$ cat config.mk
export PLATFORM = sky130hd
export DESIGN_NAME = csd_register
export DESIGN_NICKNAME = d
export VERILOG_FILES = /design/src/csd_pkg.sv /design/src/csd_assemble.sv /design/src/csd_shifter.sv /design/src/csd_register.sv
export SDC_FILE = /design/constraint.sdc
export NUM_CORES = 1
export LEC_CHECK = 0
export BUFFER_PORTS_ARGS = -buffer_cell sky130_fd_sc_hd__buf_2
export CAP_MARGIN = 20
export CORE_UTILIZATION = 50
export CTS_BUF_LIST = sky130_fd_sc_hd__clkbuf_2 sky130_fd_sc_hd__clkbuf_4 sky130_fd_sc_hd__clkbuf_8
export DETAILED_ROUTE_END_ITERATION = 16
export GPL_TIMING_DRIVEN = 0
export PLACE_DENSITY = 0.66
export SLEW_MARGIN = 40
export SYNTH_ARGS = -nofsm -noshare
export SYNTH_HDL_FRONTEND = slang
export SYNTH_HIERARCHICAL = 1
export SYNTH_SLANG_ARGS = --single-unit
$ cat constraint.sdc
create_clock -name aclk -period 3.3 [get_ports aclk]
set_clock_uncertainty 0.2 [all_clocks]
set_input_delay 0.33 -clock aclk [delete_from_list [all_inputs] [get_ports aclk]]
set_output_delay 0.33 -clock aclk [all_outputs]
set_load 0.01 [all_outputs]
$ cat src/csd_pkg.sv
package csd_pkg;

    // Register word byte addresses on the AXI4-Lite bus.
    localparam logic [7:0] ADDR_CSD0 = 8'h00;
    localparam logic [7:0] ADDR_CSD1 = 8'h04;
    localparam logic [7:0] ADDR_CSD2 = 8'h08;
    localparam logic [7:0] ADDR_CSD3 = 8'h0C;
    localparam logic [7:0] ADDR_PROG = 8'h10;
    localparam logic [7:0] ADDR_CTRL = 8'h14;
    localparam logic [7:0] ADDR_STAT = 8'h18;
    localparam logic [7:0] ADDR_SHIFT = 8'h1C;

    // Field positions within the 128-bit word.
    localparam int LAYOUT_HI = 127;
    localparam int CLASS_LO = 84;
    localparam int SIZE_LO = 48;
    localparam int COPY_POS = 14;
    localparam int PERM_POS = 13;
    localparam int TEMP_POS = 12;
    localparam int CRC_LO = 1;

    // Fixed field values, and reset values of the size and checksum.
    localparam logic [1:0] LAYOUT_VERSION = 2'h1;
    localparam logic [7:0] READ_ACCESS_TIME = 8'h0E;
    localparam logic [7:0] READ_ACCESS_CYCLES = 8'h00;
    localparam logic [7:0] RATE_DEFAULT = 8'h32;
    localparam logic [7:0] RATE_HIGH_SPEED = 8'h5A;
    localparam logic [11:0] COMMAND_CLASS_SET = 12'h5B5;
    localparam logic [3:0] BLOCK_LENGTH = 4'h9;
    localparam logic [6:0] SECTOR_SIZE = 7'h7F;
    localparam logic [6:0] PROTECT_GROUP_SIZE = 7'h00;
    localparam logic [2:0] WRITE_SPEED_FACTOR = 3'h2;
    localparam logic [21:0] SIZE_DEFAULT = 22'h00_1DFF;
    localparam logic [6:0] CRC_DEFAULT = 7'h00;

    // Programmable field reset values.
    localparam logic COPY_RESET = 1'b0;
    localparam logic PERM_RESET = 1'b0;
    localparam logic TEMP_RESET = 1'b0;

    // Control and status bit positions.
    localparam int CTRL_HS = 0;
    localparam int CTRL_DSR = 1;
    localparam int CTRL_SHIFT = 2;
    localparam int STAT_BUSY = 0;
    localparam int STAT_BLOCKED = 1;

    localparam logic [1:0] RESP_OKAY = 2'h0;
    localparam logic [1:0] RESP_SLVERR = 2'h2;
    localparam int SHIFT_BITS = 128;

    typedef enum logic [1:0] {
        SH_IDLE = 2'b01,
        SH_RUN = 2'b10
    } shift_state_t;

endpackage

$ cat src/csd_assemble.sv
`timescale 1ns/1ps
`default_nettype none
module csd_assemble
    import csd_pkg::*;
(
    // Variable fields
    input wire logic high_speed,
    input wire logic dsr_present,
    input wire logic [21:0] dev_size,
    input wire logic copy_flag,
    input wire logic perm_lock,
    input wire logic temp_lock,
    input wire logic [6:0] crc,
    // Assembled word
    output logic [127:0] word
);
    // The upper six bits of the size are forced to zero.
    wire [21:0] size_clamped = {6'h00, dev_size[15:0]}; // RULE12
    wire [7:0] rate = high_speed ? RATE_HIGH_SPEED : RATE_DEFAULT; // RULE5

    assign word = {
        LAYOUT_VERSION, 6'h00,                   // RULE1
        READ_ACCESS_TIME, READ_ACCESS_CYCLES,    // RULE2
        rate,                                    // RULE6
        COMMAND_CLASS_SET,                       // RULE7
        BLOCK_LENGTH,                            // RULE8
        1'b0, 1'b0, 1'b0,                        // RULE9 RULE10
        dsr_present, 6'h00,                      // RULE11
        size_clamped, 1'b0,
        1'b1,                                    // RULE13
        SECTOR_SIZE,                             // RULE14
        PROTECT_GROUP_SIZE, 1'b0, 2'h0,          // RULE15
        WRITE_SPEED_FACTOR,                      // RULE4
        BLOCK_LENGTH, 1'b0, 5'h00,               // RULE8 RULE9
        1'b0,                                    // RULE18
        copy_flag, perm_lock, temp_lock,         // RULE16 RULE17
        2'h0, 2'h0,                              // RULE18
        crc, 1'b1                                // RULE22
    };
endmodule
`default_nettype wire

$ cat src/csd_shifter.sv
`timescale 1ns/1ps
`default_nettype none
module csd_shifter
    import csd_pkg::*;
(
    // Clock and reset
    input wire logic aclk,
    input wire logic aresetn,
    // Load request
    input wire logic start,
    input wire logic [127:0] word,
    // Serial output
    output logic serial_out,
    output logic busy
);
    shift_state_t state;
    logic [127:0] shreg;
    logic [7:0] count;
    wire last = (count == 8'(SHIFT_BITS - 1));

    always_ff @(posedge aclk) begin
        if (!aresetn) begin
            state <= SH_IDLE;
            shreg <= '0;
            count <= '0;
            serial_out <= 1'b1;
        end else begin
            unique case (state)
                SH_IDLE: begin
                    if (start) begin
                        shreg <= {word[126:0], 1'b1};
                        serial_out <= word[127]; // RULE22
                        count <= '0;
                        state <= SH_RUN;
                    end
                end
                SH_RUN: begin
                    if (last) begin
                        state <= SH_IDLE;
                        serial_out <= 1'b1;
                    end else begin
                        serial_out <= shreg[127]; // RULE22
                        shreg <= {shreg[126:0], 1'b1};
                        count <= count + 8'h01;
                    end
                end
            endcase
        end
    end

    assign busy = (state == SH_RUN);
endmodule
`default_nettype wire

$ cat src/csd_register.sv
// The implementer's own choices: the AXI4-Lite slave port and the placing of the registers.
`timescale 1ns/1ps
`default_nettype none
// Behaviour
// RULE1 - Top two bits carry layout version 01b.
// RULE2 - Read access time reads 0Eh, access cycles read 00h.
// RULE3 - Host uses fixed timeouts, not access-time fields.
// RULE4 - Write speed factor fixed at 010b; host uses 250 ms write timeout.
// RULE5 - Rate byte: unit in bits 2:0, multiplier in 6:3.
// RULE6 - Rate 032h default timing, 05Ah high speed, back on reset.
// RULE7 - Command class field bits 95:84 holds the fixed support pattern.
// RULE8 - Read and write block lengths both 9h, 512 bytes.
// RULE9 - Partial read and partial write flags are zero.
// RULE10 - Write and read misalignment flags are zero.
// RULE11 - Driver stage flag set only if a driver register exists.
// RULE12 - 22-bit size at 69:48, upper six bits zero.
// RULE13 - Single block erase flag reads one.
// RULE14 - Erase sector size reads 7Fh.
// RULE15 - Protect group size and enable read zero.
// RULE16 - Copy flag bit 14 may be programmed once.
// RULE17 - Permanent lock once-writable, temporary lock rewritable, rest read-only; here the size also takes writes to CSD word one.
// RULE18 - Format group bit and format field held at zero.
// RULE19 - Permanent lock blocks all writes and erases.
// RULE20 - Temporary lock blocks writes and erases, resets to zero.
// RULE21 - Host recomputes checksum after changing programmable fields.
// RULE22 - Register shifted out MSB first, last bit always one.
module csd_register
    import csd_pkg::*;
#(
    parameter logic DSR_FITTED = 1'b0
)
(
    // Clock and reset
    input wire logic aclk,
    input wire logic aresetn,
    // AXI4-Lite write address
    input wire logic [7:0] s_axi_awaddr,
    input wire logic s_axi_awvalid,
    output logic s_axi_awready,
    // AXI4-Lite write data
    input wire logic [31:0] s_axi_wdata,
    input wire logic [3:0] s_axi_wstrb,
    input wire logic s_axi_wvalid,
    output logic s_axi_wready,
    // AXI4-Lite write response
    output logic [1:0] s_axi_bresp,
    output logic s_axi_bvalid,
    input wire logic s_axi_bready,
    // AXI4-Lite read address
    input wire logic [7:0] s_axi_araddr,
    input wire logic s_axi_arvalid,
    output logic s_axi_arready,
    // AXI4-Lite read data
    output logic [31:0] s_axi_rdata,
    output logic [1:0] s_axi_rresp,
    output logic s_axi_rvalid,
    input wire logic s_axi_rready,
    // Card-side controls from the command decoder
    input wire logic mode_reset,
    input wire logic write_request,
    // Card-side results
    output logic write_blocked,
    output logic serial_out,
    output logic high_speed
);
    logic copy_flag;
    logic perm_lock;
    logic temp_lock;
    logic [6:0] crc;
    logic [21:0] dev_size;
    logic shift_start;
    logic shift_busy;
    logic [127:0] word;
    logic [7:0] aw_addr;
    logic aw_held;
    logic [31:0] w_data;
    logic [3:0] w_strb;
    logic w_held;
    logic shifter_out;

    csd_assemble u_assemble (
        .high_speed(high_speed),
        .dsr_present(DSR_FITTED), // RULE11
        .dev_size(dev_size),
        .copy_flag(copy_flag),
        .perm_lock(perm_lock),
        .temp_lock(temp_lock),
        .crc(crc),
        .word(word)
    );

    csd_shifter u_shifter (
        .aclk(aclk),
        .aresetn(aresetn),
        .start(shift_start),
        .word(word),
        .serial_out(shifter_out),
        .busy(shift_busy)
    );

    // Write channel: address and data are taken independently.
    wire aw_take = s_axi_awvalid && s_axi_awready;
    wire w_take = s_axi_wvalid && s_axi_wready;
    wire do_write = aw_held && w_held && !s_axi_bvalid;
    wire sel_prog = (aw_addr == ADDR_PROG);
    wire sel_ctrl = (aw_addr == ADDR_CTRL);
    wire sel_size = (aw_addr == ADDR_CSD1);
    wire wr_ok = sel_prog || sel_ctrl || sel_size;
    wire lane0 = w_strb[0];

    // One-time bits only move from zero to one.
    wire next_copy = copy_flag | (w_data[COPY_POS] & lane0); // RULE16
    wire next_perm = perm_lock | (w_data[PERM_POS] & lane0); // RULE17
    wire next_temp = w_data[TEMP_POS]; // RULE17

    always_ff @(posedge aclk) begin
        if (!aresetn) begin
            aw_held <= 1'b0;
            aw_addr <= 8'h00;
            s_axi_awready <= 1'b1;
        end else if (aw_take) begin
            aw_held <= 1'b1;
            aw_addr <= s_axi_awaddr;
            s_axi_awready <= 1'b0;
        end else if (do_write) begin
            aw_held <= 1'b0;
            s_axi_awready <= 1'b1;
        end
    end

    always_ff @(posedge aclk) begin
        if (!aresetn) begin
            w_held <= 1'b0;
            w_data <= 32'h0000_0000;
            w_strb <= 4'h0;
            s_axi_wready <= 1'b1;
        end else if (w_take) begin
            w_held <= 1'b1;
            w_data <= s_axi_wdata;
            w_strb <= s_axi_wstrb;
            s_axi_wready <= 1'b0;
        end else if (do_write) begin
            w_held <= 1'b0;
            s_axi_wready <= 1'b1;
        end
    end

    always_ff @(posedge aclk) begin
        if (!aresetn) begin
            s_axi_bvalid <= 1'b0;
            s_axi_bresp <= RESP_OKAY;
        end else if (do_write) begin
            s_axi_bvalid <= 1'b1;
            s_axi_bresp <= wr_ok ? RESP_OKAY : RESP_SLVERR;
        end else if (s_axi_bready) begin
            s_axi_bvalid <= 1'b0;
        end
    end

    // Programmable fields; the checksum stays whatever the host wrote.
    always_ff @(posedge aclk) begin
        if (!aresetn) begin
            copy_flag <= COPY_RESET;
            perm_lock <= PERM_RESET;
            temp_lock <= TEMP_RESET; // RULE20
            crc <= CRC_DEFAULT; // RULE21
        end else if (do_write && sel_prog && lane0) begin
            copy_flag <= next_copy;
            perm_lock <= next_perm;
            temp_lock <= next_temp;
            crc <= w_data[CRC_LO +: 7];
        end
    end

    // Device size is set by factory software through CSD word one, on every write with both upper byte lanes enabled.
    always_ff @(posedge aclk) begin
        if (!aresetn) begin
            dev_size <= SIZE_DEFAULT;
        end else if (do_write && sel_size && (&w_strb[3:2])) begin
            dev_size <= {6'h00, w_data[31:16]}; // RULE12
        end
    end

    // Timing mode drops to default on a mode reset command.
    always_ff @(posedge aclk) begin
        if (!aresetn) begin
            high_speed <= 1'b0;
        end else if (mode_reset) begin
            high_speed <= 1'b0; // RULE6
        end else if (do_write && sel_ctrl && lane0) begin
            high_speed <= w_data[CTRL_HS]; // RULE6
        end
    end

    assign shift_start = do_write && sel_ctrl && lane0 &&
        w_data[CTRL_SHIFT] && !shift_busy;

    // Either lock refuses writes and erases on the card side.
    always_ff @(posedge aclk) begin
        if (!aresetn) begin
            write_blocked <= 1'b0;
            serial_out <= 1'b1;
        end else begin
            write_blocked <= write_request && (perm_lock || temp_lock); // RULE19 RULE20
            serial_out <= shifter_out;
        end
    end

    // Read channel answers one cycle after the address is taken.
    wire ar_take = s_axi_arvalid && s_axi_arready;
    logic [31:0] rd_mux;
    logic rd_ok;

    always_comb begin
        rd_ok = 1'b1;
        unique case (s_axi_araddr)
            ADDR_CSD0: rd_mux = word[31:0];
            ADDR_CSD1: rd_mux = word[63:32];
            ADDR_CSD2: rd_mux = word[95:64];
            ADDR_CSD3: rd_mux = word[127:96];
            ADDR_PROG: rd_mux = word[31:0];
            ADDR_CTRL: rd_mux = {30'h0, DSR_FITTED, high_speed};
            ADDR_STAT: rd_mux = {30'h0, perm_lock | temp_lock, shift_busy};
            ADDR_SHIFT: rd_mux = {31'h0, serial_out};
            default: begin
                rd_mux = 32'h0000_0000;
                rd_ok = 1'b0;
            end
        endcase
    end

    always_ff @(posedge aclk) begin
        if (!aresetn) begin
            s_axi_arready <= 1'b1;
            s_axi_rvalid <= 1'b0;
            s_axi_rdata <= 32'h0000_0000;
            s_axi_rresp <= RESP_OKAY;
        end else if (ar_take) begin
            s_axi_arready <= 1'b0;
            s_axi_rvalid <= 1'b1;
            s_axi_rdata <= rd_mux;
            s_axi_rresp <= rd_ok ? RESP_OKAY : RESP_SLVERR;
        end else if (s_axi_rvalid && s_axi_rready) begin
            s_axi_rvalid <= 1'b0;
            s_axi_arready <= 1'b1;
        end
    end
endmodule
`default_nettype wire

==> key figures, run 1 <==
Die
  • Io pins: roughly 110
  • Die height: 161 um
  • Initial Utilization: about half
  • Core Rows: between 50 and 60
  • Die ar.: 0.0258 mm^2
  • Chip Width: approximately 160 um
  • Core Region: 0.0245 mm^2

Synthesis
  • Prevailing post-synth register cell: dfxtp_1
  • Multiplexer share of the synthesized area: roughly 14%
  • Synthesized area per cell: approximately 9.9 um^2
  • Most frequent cell after synthesis: dfxtp_1
  • Yosys reg bits: ~250
  • Synth Area in Compound Gates: between 20% and 30%
  • Yosys warning total: 6
  • Cell count after synthesis: roughly 1.3k
  • Adder-Cell Fraction of Synth Area: 0.0995%
  • Post-synth top cells: dfxtp_1, nor2_1, mux2i_1
  • Unique cell type count in the Yosys netlist: 54
  • Post-synth EDFFs: 0
  • Largest family of logic cells by synthesized area: compound AO/OA/AOI/OAI gates
  • Mapped Area: roughly 0.013 mm^2
  • Synth area leader: dfxtp_1
  • Asr flop ratio synth: 0%
  • Register area share after synthesis: approximately 39%
  • Synth top area share: between 30% and 40%
  • Simple-gate portion of the synthesized area: between 10% and 20%
  • Largest cells by area after synthesis: dfxtp_1, a211oi_2, mux2i_1
  • Post-synthesis xor/xnor area fraction: 0%

Power and ir drop
  • Clock network fraction of design power: between 30 and 40%
  • Sequential Power Share: around 43%
  • P_sw: around 0.0022 W
  • PD cells: a little over 500 mW/mm^2
  • Switching share of power: about 28%
  • Static leakage: a little over 7 nW
  • Comb pwr share: between 15 and 20%
  • Worst VDD drop: 0.318 mV
  • Power after layout: approximately 0.0078 W
  • Cell-internal power: roughly 0.0056 W

Clock network
  • CTS Buffer Depth: 3
  • CTS tree: yes
  • Cts repair resizes: 0
  • Clock Pin Slew Worst Setup and Hold Paths: approximately 0.06 ns
  • Worst skew pair latency: roughly 0.55 ns
  • Root buf cell: clkbuf_8
  • TritonCTS buffer count: 43
  • Post-CTS setup buffer count: 0
  • H-Tree Depth: 2
  • Clock Sinks: about 250

Drt
  • Routed vias/inst: between 5 and 6
  • WL/cell: 17.1 um
  • DRC viols: 0
  • Iter 0 DRT Violations: roughly 500
  • Via count: approximately 9.7k
  • Number of antenna-violating nets in the routed design: 0
  • TritonRoute pass-1 iters: 5
  • Final WL: about 33 mm

Worst hold path
  • Worst Hold Depth: 4
  • Worst Hold Launch: s_axi_wvalid
  • Hold endpoint: w_strb[0]
  • Worst Hold Class: input port to flip-flop

Run status
  • Run status: complete, no violations

Final layout
  • Share of layout cells above drive strength 1: 32.6%
  • Antenna diodes: 0
  • NumNets Final: roughly 1.6k
  • Fin util: 62.2%
  • Area delta synth->final: 21.0%
  • Layout fillers: ~2.1k

Timing
  • Slew Limit Fails: 0
  • Worst-margin pin slew: roughly 0.86 ns
  • Slew headroom: a little over two fifths
  • Unrepaired setup endpoints after global routing: no
  • Final setup viols: 0
  • Min Tclk post-route: about 2.9 ns
  • Fin Setup TNS: 0 ns
  • Hold slack final: 0.0245 ns
  • Final hold vios: 0
  • Period Utilization, post-route: between 80% and 90%
  • Max Freq: about 0.35 GHz

Global route
  • Tot GR Track Use: between 20% and 30%
  • First-pass GRT wire length: 51.5 mm
  • Number of global-route vias before repair: around 9.6k
  • Initial antenna violation count: 0
  • GRT Residual Overflow: 0
  • Largest net degree at the start of global routing: 12

Worst setup path
  • CP Max Fanout: 10
  • R2r startpoint: aw_addr[1]
  • CP bufs+invs: 3
  • Reg2reg end: u_shifter/shreg[89]
  • Reg-to-reg slack, setup: 0.42 ns
  • CP Launch Type: flip-flop
  • Required @ worst endpoint: roughly 3.6 ns
  • CP Capture Type: flip-flop
  • Setup Crit Path Kind: flip-flop to flip-flop
  • Worst Path Arrival: ~3.1 ns
  • Critical path cell sequence: nor4_4 > nand4_1 > nor3b_1 > or3b_1 > buf_2 > o31a_4 > buf_6 > buf_2 > nor2_1 > a211oi_2
  • R2R depth: 10
  • CP delay by family, top: simple AND/OR/NAND/NOR gates
  • Slowest stage delay, CP: about 0.43 ns
  • Critical-path top delay cell: nor4_4
  • Top cell by count, worst path: buf_2

Placed design
  • Port bufs: 93
  • Dpl hpwl: 24.3 mm
  • Gpl congestion: approximately 0.83

Run
  • MaxCap Viol Count: 0
==> cell families after synthesis <==
logic type	after synthesis
and+or+nand+nor	321
AOI/OAI and AO/OA	289
DFF	247
buffers and inverters	238
muxes	174
other	3
adders and majority gates	1
==> worst register-to-register path, delay by kind of cell, from the launching register on <==
| family | cells | cell delay (ns) |
|---|---|---|
| buffers and inverters | 3 | 0.66 |
| AND/OR/NAND/NOR | 5 | 1.20 |
| AO/OA/AOI/OAI | 2 | 0.38 |
| flip-flops | 1 | 0.34 |
==> how the worst max path moves through the flow <==
stage,startpoint,to,slack [ns],cells after the start
finish,aw_addr[1],u_shifter/shreg[89],0.42,10
global route,aw_addr[1],u_shifter/shreg[44],0.19,10
CTS,aw_addr[1],u_shifter/shreg[89],0.43,10
detailed placement,aw_addr[1],u_shifter/shreg[96],0.46,10
global placement,aw_addr[1],u_shifter/shreg[84],0.51,10
floorplan,aw_addr[1],u_shifter/count[7],0.88,8
==> layer usage <==
| layer | global-route usage, % | vias to the layer above | share of wire (%) |
|---|---|---|---|
| met1 | 32.7 | 4536 | 46 |
| met3 | 5.42 | 41 | 5.4 |
| met4 | 6.32 | 0 | 1.4 |
| met2 | 43.6 | 226 | 47 |
| met5 | 0 | - | 0 |
| li1 | - | 4866 | - |
==> cell usage in the layout, fill, tap and decap left out, types with 5 or more instances in the layout <==
cell type / Yosys / routed
nand2_1: 101 / 101
a221o_1: 15 / 15
mux2_2: 17 / 17
clkbuf_8: 0 / 58
a21oi_1: 7 / 7
nor2_1: 160 / 160
nor2b_1: 17 / 17
a2bb2oi_1: 14 / 14
a22oi_1: 43 / 43
dfxtp_1: 247 / 247
o21ai_0: 27 / 27
mux2i_1: 156 / 156
clkbuf_4: 0 / 11
buf_4: 131 / 131
buf_6: 20 / 20
inv_1: 7 / 7
a21boi_0: 39 / 39
dlygate4sd3_1: 0 / 44
buf_2: 42 / 135
a211oi_2: 127 / 127
conb_1: 3 / 101
clkinv_2: 0 / 6
clkbuf_1: 36 / 36
nand3_1: 5 / 5
==> power by group through the flow <==
stage / combinational, W / sequential, W / clock, W
detailed placement: 0.00134 / 0.00345 / 0
CTS: 0.00138 / 0.00339 / 0.00313
global placement: 0.00131 / 0.00344 / 0
finish: 0.00139 / 0.00339 / 0.00306
global route: 0.00152 / 0.00342 / 0.00328
floorplan: 0.00107 / 0.00342 / 0
==> state kept, by name, indices dropped and copies added, names as in the netlist, 2 cells and up <==
name	flops
w_strb	3
aw_addr	8
s_axi_rdata	32
crc	7
u_shifter/state	2
w_data	27
dev_size	16
u_shifter/count	8
u_shifter/shreg	128
==> timing repair <==
item                                    CTS  global route
endpoints found under the setup margin    0             0
endpoints found under the hold margin    44             0
hold buffers                             44             0
==> per-stage QoR <==
| step | instances | setup WS (ns) | instance area [um^2] |
|---|---|---|---|
| 2_1_floorplan | 1371 | 0.880 | 12900 |
| 3_3_place_gp | 1788 | 0.512 | 13800 |
| 3_5_place_dp | 1788 | 0.461 | 13800 |
| 4_1_cts | 1911 | 0.426 | 15200 |
| 5_1_grt | 1911 | 0.193 | 15200 |
| 6_report | 1911 | 0.423 | 15200 |
==> area by class of cell <==
| cell class | instances | area [um^2] | area share, % |
|---|---|---|---|
| Multi-Input combinational cell | 886 | 6410 | 42.1 |
| Sequential cell | 247 | 4940 | 32.5 |
| Clock inverter | 10 | 85.1 | 0.559 |
| Buffer | 230 | 1560 | 10.2 |
| Timing Repair Buffer | 137 | 906 | 5.95 |
| Tap cell | 324 | 405 | 2.66 |
| Clock buffer | 69 | 881 | 5.79 |
| Inverter | 8 | 30.0 | 0.197 |
Power figures use the tool's default switching activity.
==> inputs of run 2 (changes only) <==
PLACE_DENSITY = 0.69   (was 0.66)
clock period = 3.05 ns   (was 3.3 ns; I/O delays follow)
==> run 2 against run 1 <==
- utilization up 0.13 points
- sequential cell count unchanged
- first-iteration DRC count up 15%
- critical endpoint is now u_shifter/shreg[91]
- clock power up 7.5%
==> key figures, run 2 (same netlist as run 1, synthesis figures left out) <==
Run status
  • Run status: complete, no violations

Drt
  • Iter 0 DRT Violations: 578 (+15%)
  • TritonRoute pass-1 iters: 5 (unchanged)
  • Number of antenna-violating nets in the routed design: 0 (unchanged)
  • Via count: 9,736 (+0.69%)
  • WL/cell: 17.1 um (+0.34%)
  • Final WL: 32.8 mm (+0.49%)
  • DRC viols: 0 (unchanged)
  • Routed vias/inst: 5.09 (+0.54%)

Worst setup path
  • CP Max Fanout: 10 (unchanged)
  • Critical path cell sequence: nor4_4 > nand4_1 > nor3b_2 > or3b_1 > buf_2 > o31a_4 > buf_6 > buf_2 > nor2_1 > a211oi_2
  • Reg-to-reg slack, setup: 0.27 ns (-0.15 ns)
  • CP delay by family, top: simple AND/OR/NAND/NOR gates
  • CP Capture Type: flip-flop
  • CP bufs+invs: 3 (unchanged)
  • CP Launch Type: flip-flop
  • Top cell by count, worst path: buf_2
  • Critical-path top delay cell: nor4_4
  • Worst Path Arrival: 3.04 ns (-0.08 ns)
  • Setup Crit Path Kind: flip-flop to flip-flop
  • Reg2reg end: u_shifter/shreg[91]
  • Slowest stage delay, CP: 0.42 ns (about the same)
  • R2R depth: 10 (unchanged)
  • R2r startpoint: aw_addr[1]
  • Required @ worst endpoint: 3.31 ns (-0.24 ns)

Clock network
  • CTS tree: yes
  • TritonCTS buffer count: 44 (+2.3%)
  • Clock Pin Slew Worst Setup and Hold Paths: 0.06 ns (about the same)
  • Worst skew pair latency: 0.55 ns (about the same)
  • H-Tree Depth: 2 (unchanged)
  • Clock Sinks: 247 (unchanged)
  • CTS Buffer Depth: 3 (unchanged)
  • Root buf cell: clkbuf_8

Die
  • Chip Width: 161 um (unchanged)
  • Die ar.: 0.0258 mm^2 (unchanged)
  • Core Region: 0.0245 mm^2 (unchanged)
  • Io pins: 105 (unchanged)
  • Core Rows: 57 (unchanged)
  • Die height: 161 um (unchanged)
  • Initial Utilization: 51.4% (unchanged)

Final layout
  • Layout fillers: 2,098 (+0.72%)
  • Max FFs per register: 128 (unchanged)
  • Top flop regs: u_shifter/shreg: 128 flops, s_axi_rdata: 32 flops, w_data: 27 flops
  • Antenna diodes: 0 (unchanged)
  • Commonest non-fill, non-tap cell in the layout: dfxtp_1
  • Area occupied by registers: 0.00494 mm^2 (unchanged)
  • Share of layout cells above drive strength 1: 32.6% (about the same)
  • Biggest register: u_shifter/shreg
  • Area delta synth->final: 21.3%
  • Multi-input gate area: 0.00642 mm^2 (about the same)
  • NumNets Final: 1,620 (+0.31%)
  • Commonest cells after routing, fill and taps aside: dfxtp_1, nor2_1, mux2i_1

Global route
  • First-pass GRT wire length: 51.4 mm (-0.11%)
  • Initial antenna violation count: 0 (unchanged)
  • Tot GR Track Use: 25.5% (-0.093 points)
  • Number of global-route vias before repair: 9,502 (-0.58%)
  • GRT Residual Overflow: 0 (unchanged)
  • Largest net degree at the start of global routing: 12 (unchanged)

Timing
  • Final setup margin: 0.274 ns (-0.150 ns)
  • Unrepaired setup endpoints after global routing: no
  • Slew headroom: 49.5% (+7.1 points)
  • Slew Limit Fails: 0 (unchanged)
  • Fin Setup TNS: 0 ns (unchanged)
  • Worst-margin pin slew: 0.757 ns (-0.107 ns)
  • Final hold vios: 0 (unchanged)
  • Final setup viols: 0 (unchanged)
  • Period Utilization, post-route: 91.0% (+3.9 points)
  • Max Freq: 0.360 GHz (+3.6%)
  • Min Tclk post-route: 2.78 ns (-0.100 ns)

Worst hold path
  • Hold endpoint: u_shifter/serial_out
  • Worst Hold Class: input port to flip-flop
  • Worst Hold Launch: aresetn
  • Worst Hold Depth: 3 (-1)

Power and ir drop
  • PD cells: 555 mW/mm^2 (+7.8%)
  • Static leakage: 7.21 nW (about the same)
  • Power after layout: 0.00847 W (+8.0%)
  • Worst VDD drop: 0.312 mV (-1.8%)

Placed design
  • Dpl hpwl: 24.5 mm (+0.58%)
  • Pre-CTS setup slack: 0.225 ns (-0.236 ns)
  • Port bufs: 93 (unchanged)
  • Gpl congestion: 0.904 (+8.4%)

Run
  • MaxCap Viol Count: 0 (unchanged)
[run 2: changes by cell type in the layout (fill, tap and decap cells not counted)]
cell / change
inv_6: -2
clkinvlp_4: +2
buf_4: +1
clkbuf_4: -1
dlygate4sd3_1: +3
nor3b_1: -1
nor3b_2: +1
[run 2: power breakdown]
part | switching, W | internal, W
Combinational | 0.000843 | 0.000672
Clock | 0.00138 | 0.00191
Sequential | 0.000150 | 0.00352
[run 2: final cells by class]
type,count,share of cell area (%)
plain buffers,230,10.2
clock buffers,68,5.73
clock inverters,10,0.541
inverters,8,0.197
multi-input cells,886,42.1
flip-flops and latches,247,32.4
well taps,324,2.66
repair buffers,141,6.18
[run 2: what timing repair did]
action,CTS,global route
hold buffers,47,0
endpoints found under the hold margin,45,0
setup endpoints to repair,0,6
buffers inserted,0,0
resized for setup,0,1
[run 2: worst max-delay path by stage]
stage,to,cells after the start,slack (ns),startpoint
2_1_floorplan,u_shifter/count[7],8,0.63,aw_addr[1]
3_3_place_gp,u_shifter/shreg[84],10,0.27,aw_addr[1]
3_5_place_dp,u_shifter/shreg[74],10,0.22,aw_addr[1]
4_1_cts,u_shifter/shreg[91],10,0.18,aw_addr[1]
5_1_grt,u_shifter/shreg[84],10,0.1,aw_addr[1]
6_report,u_shifter/shreg[91],10,0.27,aw_addr[1]
[run 2: routing by layer]
layer	vias up	wire, um	GRT usage, %
li1	4862	-	-
met1	4521	14900	33.7
met2	285	14900	41.5
met3	68	1990	4.80
met4	0	979	8.79
met5	-	0	0
[run 2: stage by stage]
step	utilization, %	area (um^2)	std cells	hold WS (ns)
floorplan	-	12900	1371	0.181
global placement	56.5	13800	1788	0.233
detailed placement	56.5	13800	1789	0.235
CTS	62.3	15200	1914	0.0319
global route	62.4	15300	1914	0.0619
finish	62.4	15300	1914	0.0579
[run 2: worst min-delay path: stages]
cell and delay, ns:
buf_2 0.17, buf_2 0.19, o211ai_1 0.10
